**config.mk**
```make
export PLATFORM = sky130hd
export DESIGN_NAME = asdm_diag
export DESIGN_NICKNAME = d
export VERILOG_FILES = /design/src/asdm_pkg.sv /design/src/asdm_cfg_mem.sv /design/src/asdm_diag.sv
export SDC_FILE = /design/constraint.sdc
export NUM_CORES = 1
export LEC_CHECK = 0
export BUFFER_PORTS_ARGS = -buffer_cell sky130_fd_sc_hd__clkbuf_2
export CAP_MARGIN = 20
export CELL_PAD_IN_SITES_DETAIL_PLACEMENT = 1
export CELL_PAD_IN_SITES_GLOBAL_PLACEMENT = 2
export CORE_MARGIN = 2
export CORE_UTILIZATION = 31
export CTS_BUF_LIST = sky130_fd_sc_hd__clkbuf_8 sky130_fd_sc_hd__clkbuf_16
export DETAILED_ROUTE_END_ITERATION = 16
export PLACE_DENSITY_LB_ADDON = 0.25
export SLEW_MARGIN = 20
export SYNTH_ARGS = -nofsm -noshare
export SYNTH_HDL_FRONTEND = slang
export SYNTH_HIERARCHICAL = 1
export SYNTH_SLANG_ARGS = --single-unit
```
**constraint.sdc**
```tcl
create_clock -name clock -period 1.85 [get_ports clock]
set_input_delay 0.555 -clock clock [delete_from_list [all_inputs] [get_ports clock]]
set_output_delay 0.555 -clock clock [all_outputs]
set_load 0.05 [all_outputs]
```
**src/asdm_pkg.sv**
```systemverilog
// Package of constants and carrier types for the angle sensor diagnostics block
package asdm_pkg;
  // Register bus geometry
  localparam int ADDR_W = 4;
  localparam int DATA_W = 16;
  // Register indices
  localparam logic [3:0] REG_ANGLE = 4'h0;
  localparam logic [3:0] REG_CTRL = 4'h1;
  localparam logic [3:0] REG_REFANG = 4'h2;
  localparam logic [3:0] REG_STATUS = 4'h3;
  localparam logic [3:0] REG_MASK = 4'h4;
  localparam logic [3:0] REG_RAW = 4'h5;
  // Angle word field layout
  localparam int ANGLE_W = 13;
  localparam int FLAG_INTERNAL_ERROR_FLAG_BIT = 13;
  // Control field positions
  localparam int CTRL_SPEED_BIT = 2;
  // Status / mask bit positions
  localparam int ST_INTERNAL = 0;
  localparam int ST_MAGNET = 1;
  localparam int ST_MEM_DET = 2;
  localparam int ST_MEM_COR = 3;
  localparam int ST_BATTERY = 4;
  localparam int ST_VLOW = 5;
  localparam int ST_W = 6;
  // Reset values
  localparam logic [15:0] REFANG_RST = 16'h0000;
  localparam logic [5:0] MASK_RST = 6'h00;
  // Watchdog: system clock 10 ns period, allow 1 us without an edge
  localparam int CLK_NS = 10;
  localparam int WDOG_NS = 1000;
  localparam int WDOG_CYC = WDOG_NS / CLK_NS;
  localparam int WDOG_W = 8;
  localparam int MEM_DEPTH = 4;

  // Raw status inputs from analog / memory sides
  typedef struct packed {
    logic fieldLow;
    logic memErrDet;
    logic memErrCor;
    logic batteryLost;
    logic supplyLow;
  } asdm_sense_t;

  // Register bus request
  typedef struct packed {
    logic [ADDR_W-1:0] addr;
    logic [DATA_W-1:0] wdata;
    logic wr;
    logic rd;
  } asdm_bus_t;
endpackage

```
**src/asdm_cfg_mem.sv**
```systemverilog
// Small nonvolatile configuration memory image with registered read
`timescale 1ns/1ns
module asdm_cfg_mem #(
  parameter int DEPTH = 4,
  parameter int WIDTH = 16,
  parameter logic [WIDTH*DEPTH-1:0] INIT = '0
) (
  input wire logic clock, // System clock
  input wire logic [$clog2(DEPTH)-1:0] rdAddr, // Read word index
  output logic [WIDTH-1:0] rdData // Registered read data
);
  logic [WIDTH-1:0] mem [DEPTH];

  // Image is constant here; programming happens outside this block
  generate
    for (genvar i = 0; i < DEPTH; i++) begin : g_init
      assign mem[i] = INIT[i*WIDTH +: WIDTH];
    end
  endgenerate

  // Registered read port
  always_ff @(posedge clock) begin
    rdData <= mem[rdAddr];
  end
endmodule // asdm_cfg_mem

```
**src/asdm_diag.sv**
```systemverilog
// Angle sensor diagnostics, zero offset and speed-mode selection
`timescale 1ns/1ns
module asdm_diag
  import asdm_pkg::*;
#(
  parameter logic [63:0] CFG_INIT = 64'h0000_0000_0000_0004 // Word 0 bit 2: low-speed default
) (
  input wire logic clock, // 100 MHz system clock
  input wire logic reset_n, // Synchronous reset, active low
  input wire logic sampleClk, // Sampling clock from the front end
  input wire logic [12:0] rawAngle, // Raw measured angle
  input wire asdm_pkg::asdm_sense_t sense, // Asynchronous condition inputs
  input wire asdm_pkg::asdm_bus_t bus, // Register bus request
  output logic [15:0] rdData, // Read data, cycle after read
  output logic lowSpeedMode, // High while low-speed mode selected
  output logic irq // Level interrupt
);
  import asdm_pkg::*;

  // Two-flop synchronisers for all foreign inputs
  logic [5:0] syncA_q;
  logic [5:0] syncB_q;
  logic [ANGLE_W-1:0] rawA_q;
  logic [ANGLE_W-1:0] rawB_q;
  always_ff @(posedge clock) begin
    syncA_q <= {sampleClk, sense.fieldLow, sense.memErrDet, sense.memErrCor,
                sense.batteryLost, sense.supplyLow};
    syncB_q <= syncA_q;
    rawA_q <= rawAngle;
    rawB_q <= rawA_q;
  end

  logic clkS;
  logic fieldLowS;
  logic memDetS;
  logic memCorS;
  logic battS;
  logic vlowS;
  assign clkS = syncB_q[5];
  assign fieldLowS = syncB_q[4];
  assign memDetS = syncB_q[3];
  assign memCorS = syncB_q[2];
  assign battS = syncB_q[1];
  assign vlowS = syncB_q[0];

  // Edge finder on the sampling clock
  logic clkPrev_q;
  logic clkRise;
  always_ff @(posedge clock) begin
    if (!reset_n) begin
      clkPrev_q <= 1'b0;
    end else begin
      clkPrev_q <= clkS;
    end
  end
  assign clkRise = clkS & ~clkPrev_q;

  // Watchdog: a stalled sampling clock means the logic is not working
  logic [WDOG_W-1:0] wdog_q;
  logic wdogTrip;
  always_ff @(posedge clock) begin
    if (!reset_n) begin
      wdog_q <= '0;
    end else if (clkRise) begin
      wdog_q <= '0;
    end else if (wdog_q != WDOG_W'(WDOG_CYC)) begin
      wdog_q <= wdog_q + WDOG_W'(1);
    end
  end
  assign wdogTrip = (wdog_q == WDOG_W'(WDOG_CYC));

  // Raw angle captured on each sample edge
  logic [ANGLE_W-1:0] rawHold_q;
  always_ff @(posedge clock) begin
    if (!reset_n) begin
      rawHold_q <= '0;
    end else if (clkRise) begin
      rawHold_q <= rawB_q;
    end
  end

  // Configuration memory, word 0 holds the default speed mode
  logic [15:0] cfgWord;
  asdm_cfg_mem #(
    .DEPTH(MEM_DEPTH),
    .WIDTH(16),
    .INIT(CFG_INIT)
  ) u_cfg (
    .clock(clock),
    .rdAddr(2'b00),
    .rdData(cfgWord)
  );

  // Power-up sequence: memory read data valid one cycle after reset release
  logic loadPending_q;
  always_ff @(posedge clock) begin
    if (!reset_n) begin
      loadPending_q <= 1'b1;
    end else begin
      loadPending_q <= 1'b0;
    end
  end

  // Bus strobes decoded once
  function automatic logic hit(input asdm_bus_t b, input logic [3:0] a);
    return b.wr && (b.addr == a);
  endfunction

  // Control register: speed mode bit
  logic [15:0] ctrl_q;
  always_ff @(posedge clock) begin
    if (!reset_n) begin
      ctrl_q <= '0;
    end else if (loadPending_q) begin
      ctrl_q <= 16'h0000;
      ctrl_q[CTRL_SPEED_BIT] <= cfgWord[CTRL_SPEED_BIT];
    end else if (hit(bus, REG_CTRL)) begin
      ctrl_q <= 16'h0000;
      ctrl_q[CTRL_SPEED_BIT] <= bus.wdata[CTRL_SPEED_BIT];
    end
  end

  always_ff @(posedge clock) begin
    if (!reset_n) begin
      lowSpeedMode <= 1'b0;
    end else begin
      lowSpeedMode <= ctrl_q[CTRL_SPEED_BIT];
    end
  end

  // Reference angle, written by host during zero calibration
  logic [ANGLE_W-1:0] refAng_q;
  always_ff @(posedge clock) begin
    if (!reset_n) begin
      refAng_q <= REFANG_RST[ANGLE_W-1:0];
    end else if (hit(bus, REG_REFANG)) begin
      refAng_q <= bus.wdata[ANGLE_W-1:0];
    end
  end

  // Output angle; 13-bit subtraction wraps modulo a full turn
  logic [ANGLE_W-1:0] angleOut;
  assign angleOut = rawHold_q - refAng_q;

  // Condition events
  logic [ST_W-1:0] event_v;
  always_comb begin
    event_v = '0;
    event_v[ST_INTERNAL] = wdogTrip;
    event_v[ST_MAGNET] = fieldLowS;
    event_v[ST_MEM_DET] = memDetS;
    event_v[ST_MEM_COR] = memCorS;
    event_v[ST_BATTERY] = battS;
    event_v[ST_VLOW] = vlowS;
  end

  // Sticky status, write one to clear; a new event beats the clear
  logic [ST_W-1:0] status_q;
  logic [ST_W-1:0] clr;
  assign clr = hit(bus, REG_STATUS) ? bus.wdata[ST_W-1:0] : '0;
  always_ff @(posedge clock) begin
    if (!reset_n) begin
      status_q <= '0;
    end else begin
      status_q <= (status_q & ~clr) | event_v;
    end
  end

  // Interrupt mask
  logic [ST_W-1:0] mask_q;
  always_ff @(posedge clock) begin
    if (!reset_n) begin
      mask_q <= MASK_RST;
    end else if (hit(bus, REG_MASK)) begin
      mask_q <= bus.wdata[ST_W-1:0];
    end
  end

  // Next interrupt level taken from next status so irq tracks a flop
  logic [ST_W-1:0] statusNext;
  assign statusNext = (status_q & ~clr) | event_v;
  always_ff @(posedge clock) begin
    if (!reset_n) begin
      irq <= 1'b0;
    end else begin
      irq <= |(statusNext & mask_q);
    end
  end

  // Angle response word: angle, internal error, magnet, supply low
  logic [15:0] angleWord;
  assign angleWord = {status_q[ST_VLOW],
                      status_q[ST_MAGNET],
                      status_q[ST_INTERNAL],
                      angleOut};

  // Read mux; unmapped reads give zero
  logic [15:0] rdMux;
  always_comb begin
    case (bus.addr)
      REG_ANGLE: rdMux = angleWord;
      REG_CTRL: rdMux = ctrl_q;
      REG_REFANG: rdMux = {3'b000, refAng_q};
      REG_STATUS: rdMux = {10'h000, status_q};
      REG_MASK: rdMux = {10'h000, mask_q};
      REG_RAW: rdMux = {3'b000, rawHold_q};
      default: rdMux = 16'h0000;
    endcase
  end

  always_ff @(posedge clock) begin
    if (!reset_n) begin
      rdData <= '0;
    end else if (bus.rd) begin
      rdData <= rdMux;
    end else begin
      rdData <= '0;
    end
  end
endmodule // asdm_diag

```
# Word level (Yosys, flattened, before mapping)
# Cells that the tools add are included.
[totals]
ff_bits = 105
input_bits = 43
output_inout_bits = 18
word_cells = 45
[classes]
addsub = 2
eq_ne = 7
muxes = 5
bitwise = 7
reduce_logical = 9
[op_table]
columns = ["cell", "n"]
rows = [
  ["16-bit one-hot mux with 6 select lines", 1],
  ["13-bit subtractor", 1],
  ["6-bit bitwise AND", 2],
  ["8-bit by 1-bit adder with 8-bit output (second input constant)", 1],
  ["4-bit by 2-bit == test with 1-bit output (second input constant)", 2],
  ["4-bit by 3-bit == test with 1-bit output (second input constant)", 2],
  ["8-bit by 7-bit == test with 1-bit output (second input constant)", 1],
  ["8-bit by 7-bit inequality test with 1-bit output (second input constant)", 1],
  ["3-bit two-way mux", 2],
  ["6-bit two-way mux", 1],
  ["6-bit NOT", 1],
  ["6-bit OR", 1],
  ["6-bit OR reduction", 1],
  ["4-bit by 1-bit == test with 1-bit output (second input constant)", 1],
  ["1-bit logical AND", 4],
  ["4-bit logical NOT", 1],
  ["1-bit NOT", 2],
  ["2-bit AND reduction", 1],
  ["2-bit nonzero test", 1],
  ["2-bit OR reduction", 1],
  ["1-bit bitwise AND", 1],
  ["1-bit two-way mux", 1],
]

# Longest topological paths before layout
# Gate-level depths: netlist of run 1.
[depth]
depth_word = 8
depth_mapped = 9
ltp_nobuf = 9

# Hierarchy
# The synthesis of run 1 kept the hierarchy.
[by_module_without_submodules]
columns = ["mod", "instances", "cells_each", "area_each_um2"]
rows = [
  ["asdm_diag", 1, 444, 4065.1],
  ["asdm_cfg_mem", 1, 18, 140.1],
]

# Worst setup path before layout of run 1
# Ideal clock, no wire load.
[synth_path]
path_kind = "reg2reg"
startpoint = "register rawHold_q[0]"
endpoint = "register rdData[10] (netlist name)"
setup_time_ns = 0.116
arrival_time_ns = 1.847
t_required_ns = 1.734
setup_slack_ns = -0.113
path_stages_with_launch = 10
synth_period_minus_slack_ns = 1.963
path_cell_list = "dfxtp_1 -> inv_1 -> ha_1 -> fa_1 -> nand2b_1 -> a21oi_1 -> o21bai_1 -> a21oi_1 -> o21ai_0 -> a31o_2"
[synth_rtl]
columns = ["element", "line", "text"]
rows = [
  ["from (decl)", "asdm_diag.sv:73", "logic [ANGLE_W-1:0] rawHold_q;"],
  ["from (signal assigned)", "asdm_diag.sv:78", "rawHold_q <= rawB_q;"],
]

==> metrics.txt, run 1 <==
mapped cell area=4090 um^2; Critical Path End Type=flip-flop; Die ar.=14100 um^2; CTS root buffer=clkbuf_16; worst skew pair latency=350 ps; filler cell count=1474; Power Dens Cells=885 nW/um^2; crit-path max FO=3; period utilisation layout=102%; average wire per standard cell=15.1 um; clk_skew=8.83 ps; crit path kind=flip-flop to flip-flop; Multi-input gate area=1960 um^2; Final Setup Violations=3; via count=3474; Tot Pwr=4.90 mW; Final Wtd Congestion=0.827; cell breakdown of the critical path=inv_2 > ha_4 > fa_2 > nand2b_4 > a21oi_4 > o21bai_4 > a21oi_2 > o21ai_1 > a31o_2; die height=119 um; Mapped Cells=446; outcome=finished with violations; Final Max Tran Viols=0; # port buffers=57; final wirelength=11200 um; DRT iter0 DRCs=137; slowest stage cell on the critical path=dfxtp_2; largest net degree at the start of global routing=41; failing checks=negative setup slack; Register Area=2130 um^2; # H-tree levels=3; CTS Buf Count=9; dpl ws=-188 ps; Bufs on Longest Clock Path=2; peak supply drop=0.000526 V; Crit path largest cell delay=340 ps; Hold Crit Depth=1; Final ANT Viol Nets=0; R2R depth=9; Total Routing Usage GR=16.5%; DRC viols=0; Final Worst Setup Slack=-36.4 ps; Max Cap Viol=0; clock slew at reported path FFs=70 ps; vias in the first global route=3531; # clock sinks=106; hpwl dp=8670 um; startpoint types=flip-flop; yosys warns=6; ant diodes=0; Rows=41; area grow syn2layout=35.4%; cell leakage power=2.26 nW; Worst EP required=2100 ps; post-layout net count=623; layout cell share with drive strength beyond 1=32.8%; Worst Hold Class=input port to flip-flop; GRT overflow=0; Die W=119 um; syn_area_per_cell=9.17 um^2; Initial DRT Pass Iterations=4; detailed-route vias per instance=4.68; num ports=61; final hold vios=0; Peak Freq=530 MHz; Starting Density=32.0%; RSZ-0062 raised after global routing=yes; CTS tree=done; WP data arrival=2140 ps; core area=12800 um^2; first-pass GRT wire length=18100 um; Period minus WS final=1890 ps; initial antenna violation count=0
## path summary, 6_finish.rpt
path / startpoint / slack, ps / to
worst max-delay path: rawHold_q[0] / -40 / rdData[10]
worst min-delay path: sense[4] / 300 / syncA_q[4]
worst max register to register: rawHold_q[0] / -40 / rdData[10]
worst min register to register: rawA_q[9] / 330 / rawB_q[9]
## metrics by stage
step	area [um^2]	util (%)	instances	setup TNS, ps	hold slack, ps
after detailed placement	5040	39.5	722	-1400	313
after CTS	5410	42.4	738	-173	278
after global placement	5040	39.5	722	-1330	312
after floorplan	4110	-	447	0	310
final	5540	43.3	742	-54.3	296
after global routing	5540	43.3	742	-520	277
## final cells by class
type	count	share of cell area, %
multi-input combinational	298	35.4
tap	172	3.89
clock buffer	9	4.07
inverter	24	1.63
sequential	106	38.5
clock inverter	7	1.29
timing repair buffer	126	15.2
## critical path, delay by kind of cell (launching register included)
family	cells	cell delay, ps
DFF	1	340
buffers and inverters	1	40
AOI/OAI and AO/OA	5	750
adders and majority gates	2	480
and+or+nand+nor	1	160
## what timing repair did
action                     in CTS  in global routing
pin swaps                      12                 23
buffers inserted                0                  4
hold buffers                    0                  0
cloned                          0                  0
resized for setup              19                 19
setup endpoints to repair       7                  9
## registers in the layout, summed over array words and instances, names as in the netlist
signal         cells
u_cfg/rdData       1
lowSpeedMode       1
status_q           6
clkPrev_q          1
rawB_q            13
loadPending_q      1
ctrl_q             1
irq                1
wdog_q             8
rdData            16
rawHold_q         13
refAng_q          13
syncB_q            6
rawA_q            13
syncA_q            6
mask_q             6
## cells in the final DEF, fill, tap and decap left out, types with 10 or more instances in the layout
master    count
xnor2_1      10
nand3_1      24
clkbuf_2     57
dfxtp_1     100
buf_4        66
nand2_1      63
inv_1        21
a21oi_1      43
nor2_1       33
## per-layer routing
| metal | share of wire [%] | up-vias | global-route usage [%] |
|---|---|---|---|
| met1 | 48 | 1628 | 22.0 |
| met3 | 4.2 | 14 | 3.69 |
| met4 | 1.5 | 0 | 6.18 |
| met5 | 0 | - | 0 |
| li1 | - | 1763 | - |
| met2 | 46 | 69 | 26.1 |
## power breakdown
part           switching [mW]  leakage [nW]  internal, mW  total, mW
Clock                   0.907         0.138         0.947       1.85
Combinational           0.328          1.24         0.310      0.637
Sequential             0.0432         0.877          2.36       2.41
Total                    1.28          2.26          3.62       4.90
(Power assumes the default switching activity.)
==> run 2, diff against run 1 <==
Settings changed: CORE_UTILIZATION 31 to 37.
Clock period 1.85 ns to 2.3 ns, I/O delays scaled along.
==> metrics.txt, run 2 (synthesis results as in run 1) <==
# clock sinks=106 (unchanged); crit-path max FO=3 (unchanged); Largest register FFs=16 (unchanged); Max Cap Viol=0 (unchanged); worst skew pair latency=390 ps (+40 ps); cell leakage power=1.95 nW (-13%); ant diodes=0 (unchanged); sequential power share=53.8% (+4.7 points); Starting Density=37.9% (+5.9 points); Register Area=2120 um^2 (-0.47%); DRT iter0 DRCs=116 (-15%); cell breakdown of the critical path=inv_1 > ha_1 > fa_1 > nand2b_1 > a21oi_2 > o21bai_1 > a21oi_1 > o21ai_0 > a31o_2; Final ANT Viol Nets=0 (unchanged); detailed-route vias per instance=4.92 (+5.1%); RSZ-0062 raised after global routing=yes; FF-to-FF End=rdData[10]; num ports=61 (unchanged); DRC viols=0 (unchanged); family with the most delay on the worst path=compound AO/OA/AOI/OAI gates; Initial DRT Pass Iterations=4 (unchanged); GRT overflow=0 (unchanged); die height=109 um (-8.2%); peak supply drop=0.000506 V (-3.7%); Crit path largest cell delay=400 ps (+60 ps); Int Pwr=2.69 mW (-26%); Period minus WS final=2190 ps (+304 ps); CTS tree=done; Endpoint, Worst Hold=rawB_q[3]; switching share of power=25.3% (-0.74 points); HP Start=rawA_q[3]; Die ar.=11900 um^2 (-16%); worst slew pin tran=784 ps; Critical Path End Type=flip-flop; Power Dens Cells=743 nW/um^2 (-16%); crit path kind=flip-flop to flip-flop; commonest non-fill, non-tap cell in the layout=dfxtp_1; commonest non-fill, non-tap cells in the layout=106 x dfxtp_1, 64 x nand2_1, 57 x clkbuf_2, 45 x a21oi_1, 35 x nor2_1; largest net degree at the start of global routing=30 (-27%); hpwl dp=7810 um (-10%); startpoint types=flip-flop; Die W=109 um (-8.2%); Rows=38 (-7.3%); WP data arrival=2480 ps (+340 ps); clk_skew=10.9 ps (+2.03 ps); final core occ=44.9% (+1.6 points); reg2reg start=rawHold_q[0]; average wire per standard cell=15.8 um (+4.4%); Bufs on Longest Clock Path=2 (unchanged); Hold Crit Depth=0 (-1); Peak Freq=456 MHz (-14%); Largest Register=rdData; CTS Buf Count=9 (unchanged); Total Routing Usage GR=18.7% (+2.2 points); period utilisation layout=95.2% (-6.7 points); # port buffers=57 (unchanged); Switch Pwr=0.913 mW (-29%); initial antenna violation count=0 (unchanged); Logic pwr share=10.8% (-2.2 points); core area=10800 um^2 (-16%); CTS root buffer=clkbuf_8; via count=3259 (-6.2%); filler cell count=1271 (-14%); final hold vios=0 (unchanged); vias in the first global route=3348 (-5.2%); crit path buf inv count=1 (unchanged); clock slew at reported path FFs=100 ps (+30 ps); # H-tree levels=3 (unchanged); dpl ws=40.5 ps (+229 ps); layout cell share with drive strength beyond 1=20.9% (-12 points); Final Setup Violations=0 (-3); setup repair bufs after CTS=0 (unchanged); slowest stage cell on the critical path=fa_1; Setup TNS Final=0 ps (+54.3 ps); Multi-input gate area=1800 um^2 (-8.5%); Final Worst Setup Slack=109 ps (+146 ps); max_slew headroom=47.6%; final wirelength=10400 um (-6.8%); Worst Hold Class=flip-flop to flip-flop; Final Max Tran Viols=0 (unchanged); Worst EP required=2590 ps (+490 ps); first-pass GRT wire length=16600 um (-7.9%); Tot Pwr=3.60 mW (-26%); R2R setup slack=110 ps (+150 ps); outcome=finished, final reports clean; post-layout net count=575 (-7.7%); Final Wtd Congestion=0.838 (+1.3%); Clock Power Share=35.5% (-2.3 points); area grow syn2layout=18.6%; R2R depth=9 (unchanged)
run 2: cell count changes in the layout (fill, tap and decap cells not counted), moves of 4 or more:
| cell | delta |
|---|---|
| clkbuf_8 | +9 |
| dfxtp_2 | -5 |
| ha_4 | -5 |
| buf_4 | -45 |
| o21ai_0 | +4 |
| dfxtp_1 | +6 |
| ha_1 | +6 |
| clkbuf_16 | -9 |
run 2: final cells by class:
class	count	share of cell area [%]
Clock buffer	9	2.55
Clock inverter	7	2.06
Inverter	24	1.86
Multi-Input combinational cell	298	37.0
Sequential cell	106	43.8
Tap cell	140	3.61
Timing Repair Buffer	78	9.13
run 2: timing repair:
item,4_1_cts,5_1_grt
endpoints found under the setup margin,0,3
hold buffers,0,0
gates resized for setup,0,2
run 2: layer usage:
metal	wire length, um	track usage, %
met3	389	4.54
met2	4940	30.7
met5	0	0
met1	4930	23.6
met4	178	7.05
run 2: how the worst max path moves through the flow:
| stage | from | endpoint | slack (ps) | cells after the start |
|---|---|---|---|---|
| after floorplan | rawHold_q[0] | rdData[10] | 340 | 9 |
| after global placement | rawHold_q[0] | rdData[8] | 100 | 9 |
| after detailed placement | rawHold_q[0] | rdData[8] | 40 | 9 |
| after CTS | rawHold_q[0] | rdData[8] | 4 | 9 |
| after global routing | rawHold_q[0] | rdData[10] | -30 | 9 |
| final | rawHold_q[0] | rdData[10] | 110 | 9 |
run 2: power groups by stage:
stage          Sequential [mW]  Combinational (mW)  Clock, mW
6_report                  1.94               0.388       1.28
5_1_grt                   1.95               0.430       1.40
4_1_cts                   1.94               0.386       1.33
3_5_place_dp              1.98               0.384          0
3_3_place_gp              1.98               0.376          0
2_1_floorplan             1.98               0.248          0
run 2: stage by stage:
step / cells / area [um^2] / hold WS (ps)
final: 662 / 4850 / 335
after global routing: 662 / 4850 / 346
after CTS: 662 / 4840 / 338
after detailed placement: 646 / 4620 / 313
after global placement: 646 / 4620 / 311
after floorplan: 447 / 4090 / 310
==> run 3, diff against run 2 <==
Settings changed: CORE_UTILIZATION 37 to 35.
Clock period 2.3 ns to 2.1 ns, I/O delays scaled along.
==> metrics.txt, run 3 (synthesis results as in run 1) <==
layout cell share with drive strength beyond 1=24.6% (+3.7 points); die height=112 um (+2.7%); num ports=61 (unchanged); worst skew pair latency=350 ps (-40 ps); Final Setup Violations=0 (unchanged); post-layout net count=589 (+2.4%); detailed-route vias per instance=4.91 (-0.20%); Final Wtd Congestion=0.870 (+3.7%); Final Max Tran Viols=0 (unchanged); first-pass GRT wire length=17100 um (+2.7%); crit-path max FO=4 (+1); Peak Freq=504 MHz (+10%); worst slew pin tran=563 ps (-222 ps); CTS root buffer=clkbuf_16; Critical Path End Type=flip-flop; Final ANT Viol Nets=0 (unchanged); hpwl dp=7960 um (+1.9%); placed cells=663 (+2.6%); Die W=112 um (+2.7%); commonest non-fill, non-tap cells in the layout=105 x dfxtp_1, 64 x nand2_1, 57 x clkbuf_2, 44 x a21oi_1, 35 x nor2_1; Total Routing Usage GR=17.3% (-1.4 points); startpoint types=flip-flop; commonest non-fill, non-tap cell in the layout=dfxtp_1; average wire per standard cell=15.3 um (-3.1%); Period minus WS final=1980 ps (-206 ps); Worst Hold Class=flip-flop to flip-flop; Max Cap Viol=0 (unchanged); largest net degree at the start of global routing=27 (-10%); Starting Density=35.8% (-2.1 points); final wirelength=10400 um (-0.65%); Initial DRT Pass Iterations=4 (unchanged); # port buffers=57 (unchanged); Worst EP required=2320 ps (-270 ps); max_slew headroom=62.5% (+15 points); Largest register FFs=16 (unchanged); Largest Register=rdData; vias in the first global route=3380 (+0.96%); non-filler instance count after layout=679 (+2.6%); Bufs on Longest Clock Path=2 (unchanged); # H-tree levels=3 (unchanged); DRT iter0 DRCs=116 (unchanged); final core occ=44.5% (-0.39 points); WP data arrival=2210 ps (-270 ps); ant diodes=0 (unchanged); # clock sinks=106 (unchanged); crit path kind=flip-flop to flip-flop; initial antenna violation count=0 (unchanged); outcome=finished, final reports clean; Fin Hold WS=330 ps (-5.55 ps); clk_skew=3.73 ps (-7.12 ps); Setup TNS Final=0 ps (unchanged); clock slew at reported path FFs=70 ps (-30 ps); peak supply drop=0.000613 V (+21%); CTS tree=done; period utilisation layout=94.5% (-0.73 points); cell leakage power=2.05 nW (+4.8%); GRT overflow=0 (unchanged); Die ar.=12600 um^2 (+5.5%); CTS Buf Count=9 (unchanged); DRC viols=0 (unchanged); final hold vios=0 (unchanged); Final Worst Setup Slack=115 ps (+5.91 ps); setup repair bufs after CTS=0 (unchanged); Rows=39 (+2.6%); area grow syn2layout=24.4%; core area=11400 um^2 (+5.8%); via count=3336 (+2.4%); dpl ws=-118 ps (-158 ps); Power Dens Cells=817 nW/um^2 (+10%); # hold bufs at CTS=0 (unchanged)
-- run 3: cell count changes in the layout (fill, tap and decap cells not counted), moves of 2 or more --
cell,change
bufinv_16,-2
ha_1,-2
buf_4,+13
clkinvlp_4,+4
o21ai_0,-2
inv_6,-2
clkbuf_16,+9
clkbuf_8,-9
-- run 3: final timing paths --
kind / from / endpoint / slack, ps / cells after the start
setup reg to reg: refAng_q[3] / rdData[7] / 120 / 8
hold reg to reg: syncA_q[4] / syncB_q[4] / 330 / 0
hold / removal: syncA_q[4] / syncB_q[4] / 330 / 0
setup / recovery: refAng_q[3] / rdData[7] / 120 / 8
-- run 3: critical path, stage by stage, from the launching register on --
cell      delay [ps]
dfxtp_1          390
inv_1             70
ha_1             340
o21ai_1           80
a21oi_1          310
o41ai_4          140
xnor2_1          150
a222oi_1         300
nor2_1            70
-- run 3: area by class of cell --
cell class	count	area, um^2
fill	1344	6330
sequential	106	2120
multi-input combinational	298	1850
timing repair buffer	92	561
clock buffer	9	225
tap	143	179
inverter	24	90.1
clock inverter	7	55.1
-- run 3: metal layers --
metal | track usage [%] | vias to the layer above | wire length (um)
li1 | - | 1695 | -
met1 | 22.3 | 1571 | 4930
met2 | 28.4 | 57 | 4860
met3 | 4.05 | 13 | 390
met4 | 6.50 | 0 | 181
met5 | 0 | - | 0
-- run 3: power by group --
part / internal [mW] / switching [mW]
logic: 0.208 / 0.256
clock network: 0.811 / 0.760
registers: 2.08 / 0.0389
-- run 3: per-stage QoR --
stage | cell area (um^2) | power [mW]
6_report | 5090 | 4.16
4_1_cts | 5050 | 4.21
3_3_place_gp | 4740 | 2.59
2_1_floorplan | 4090 | 2.44
5_1_grt | 5090 | 4.35
3_5_place_dp | 4740 | 2.61
-- run 3: timing repair --
item,in CTS,in global routing
cloned,0,0
setup endpoints to repair,3,6
hold endpoints to repair,0,0
pin swaps,2,5
gates resized for setup,7,8
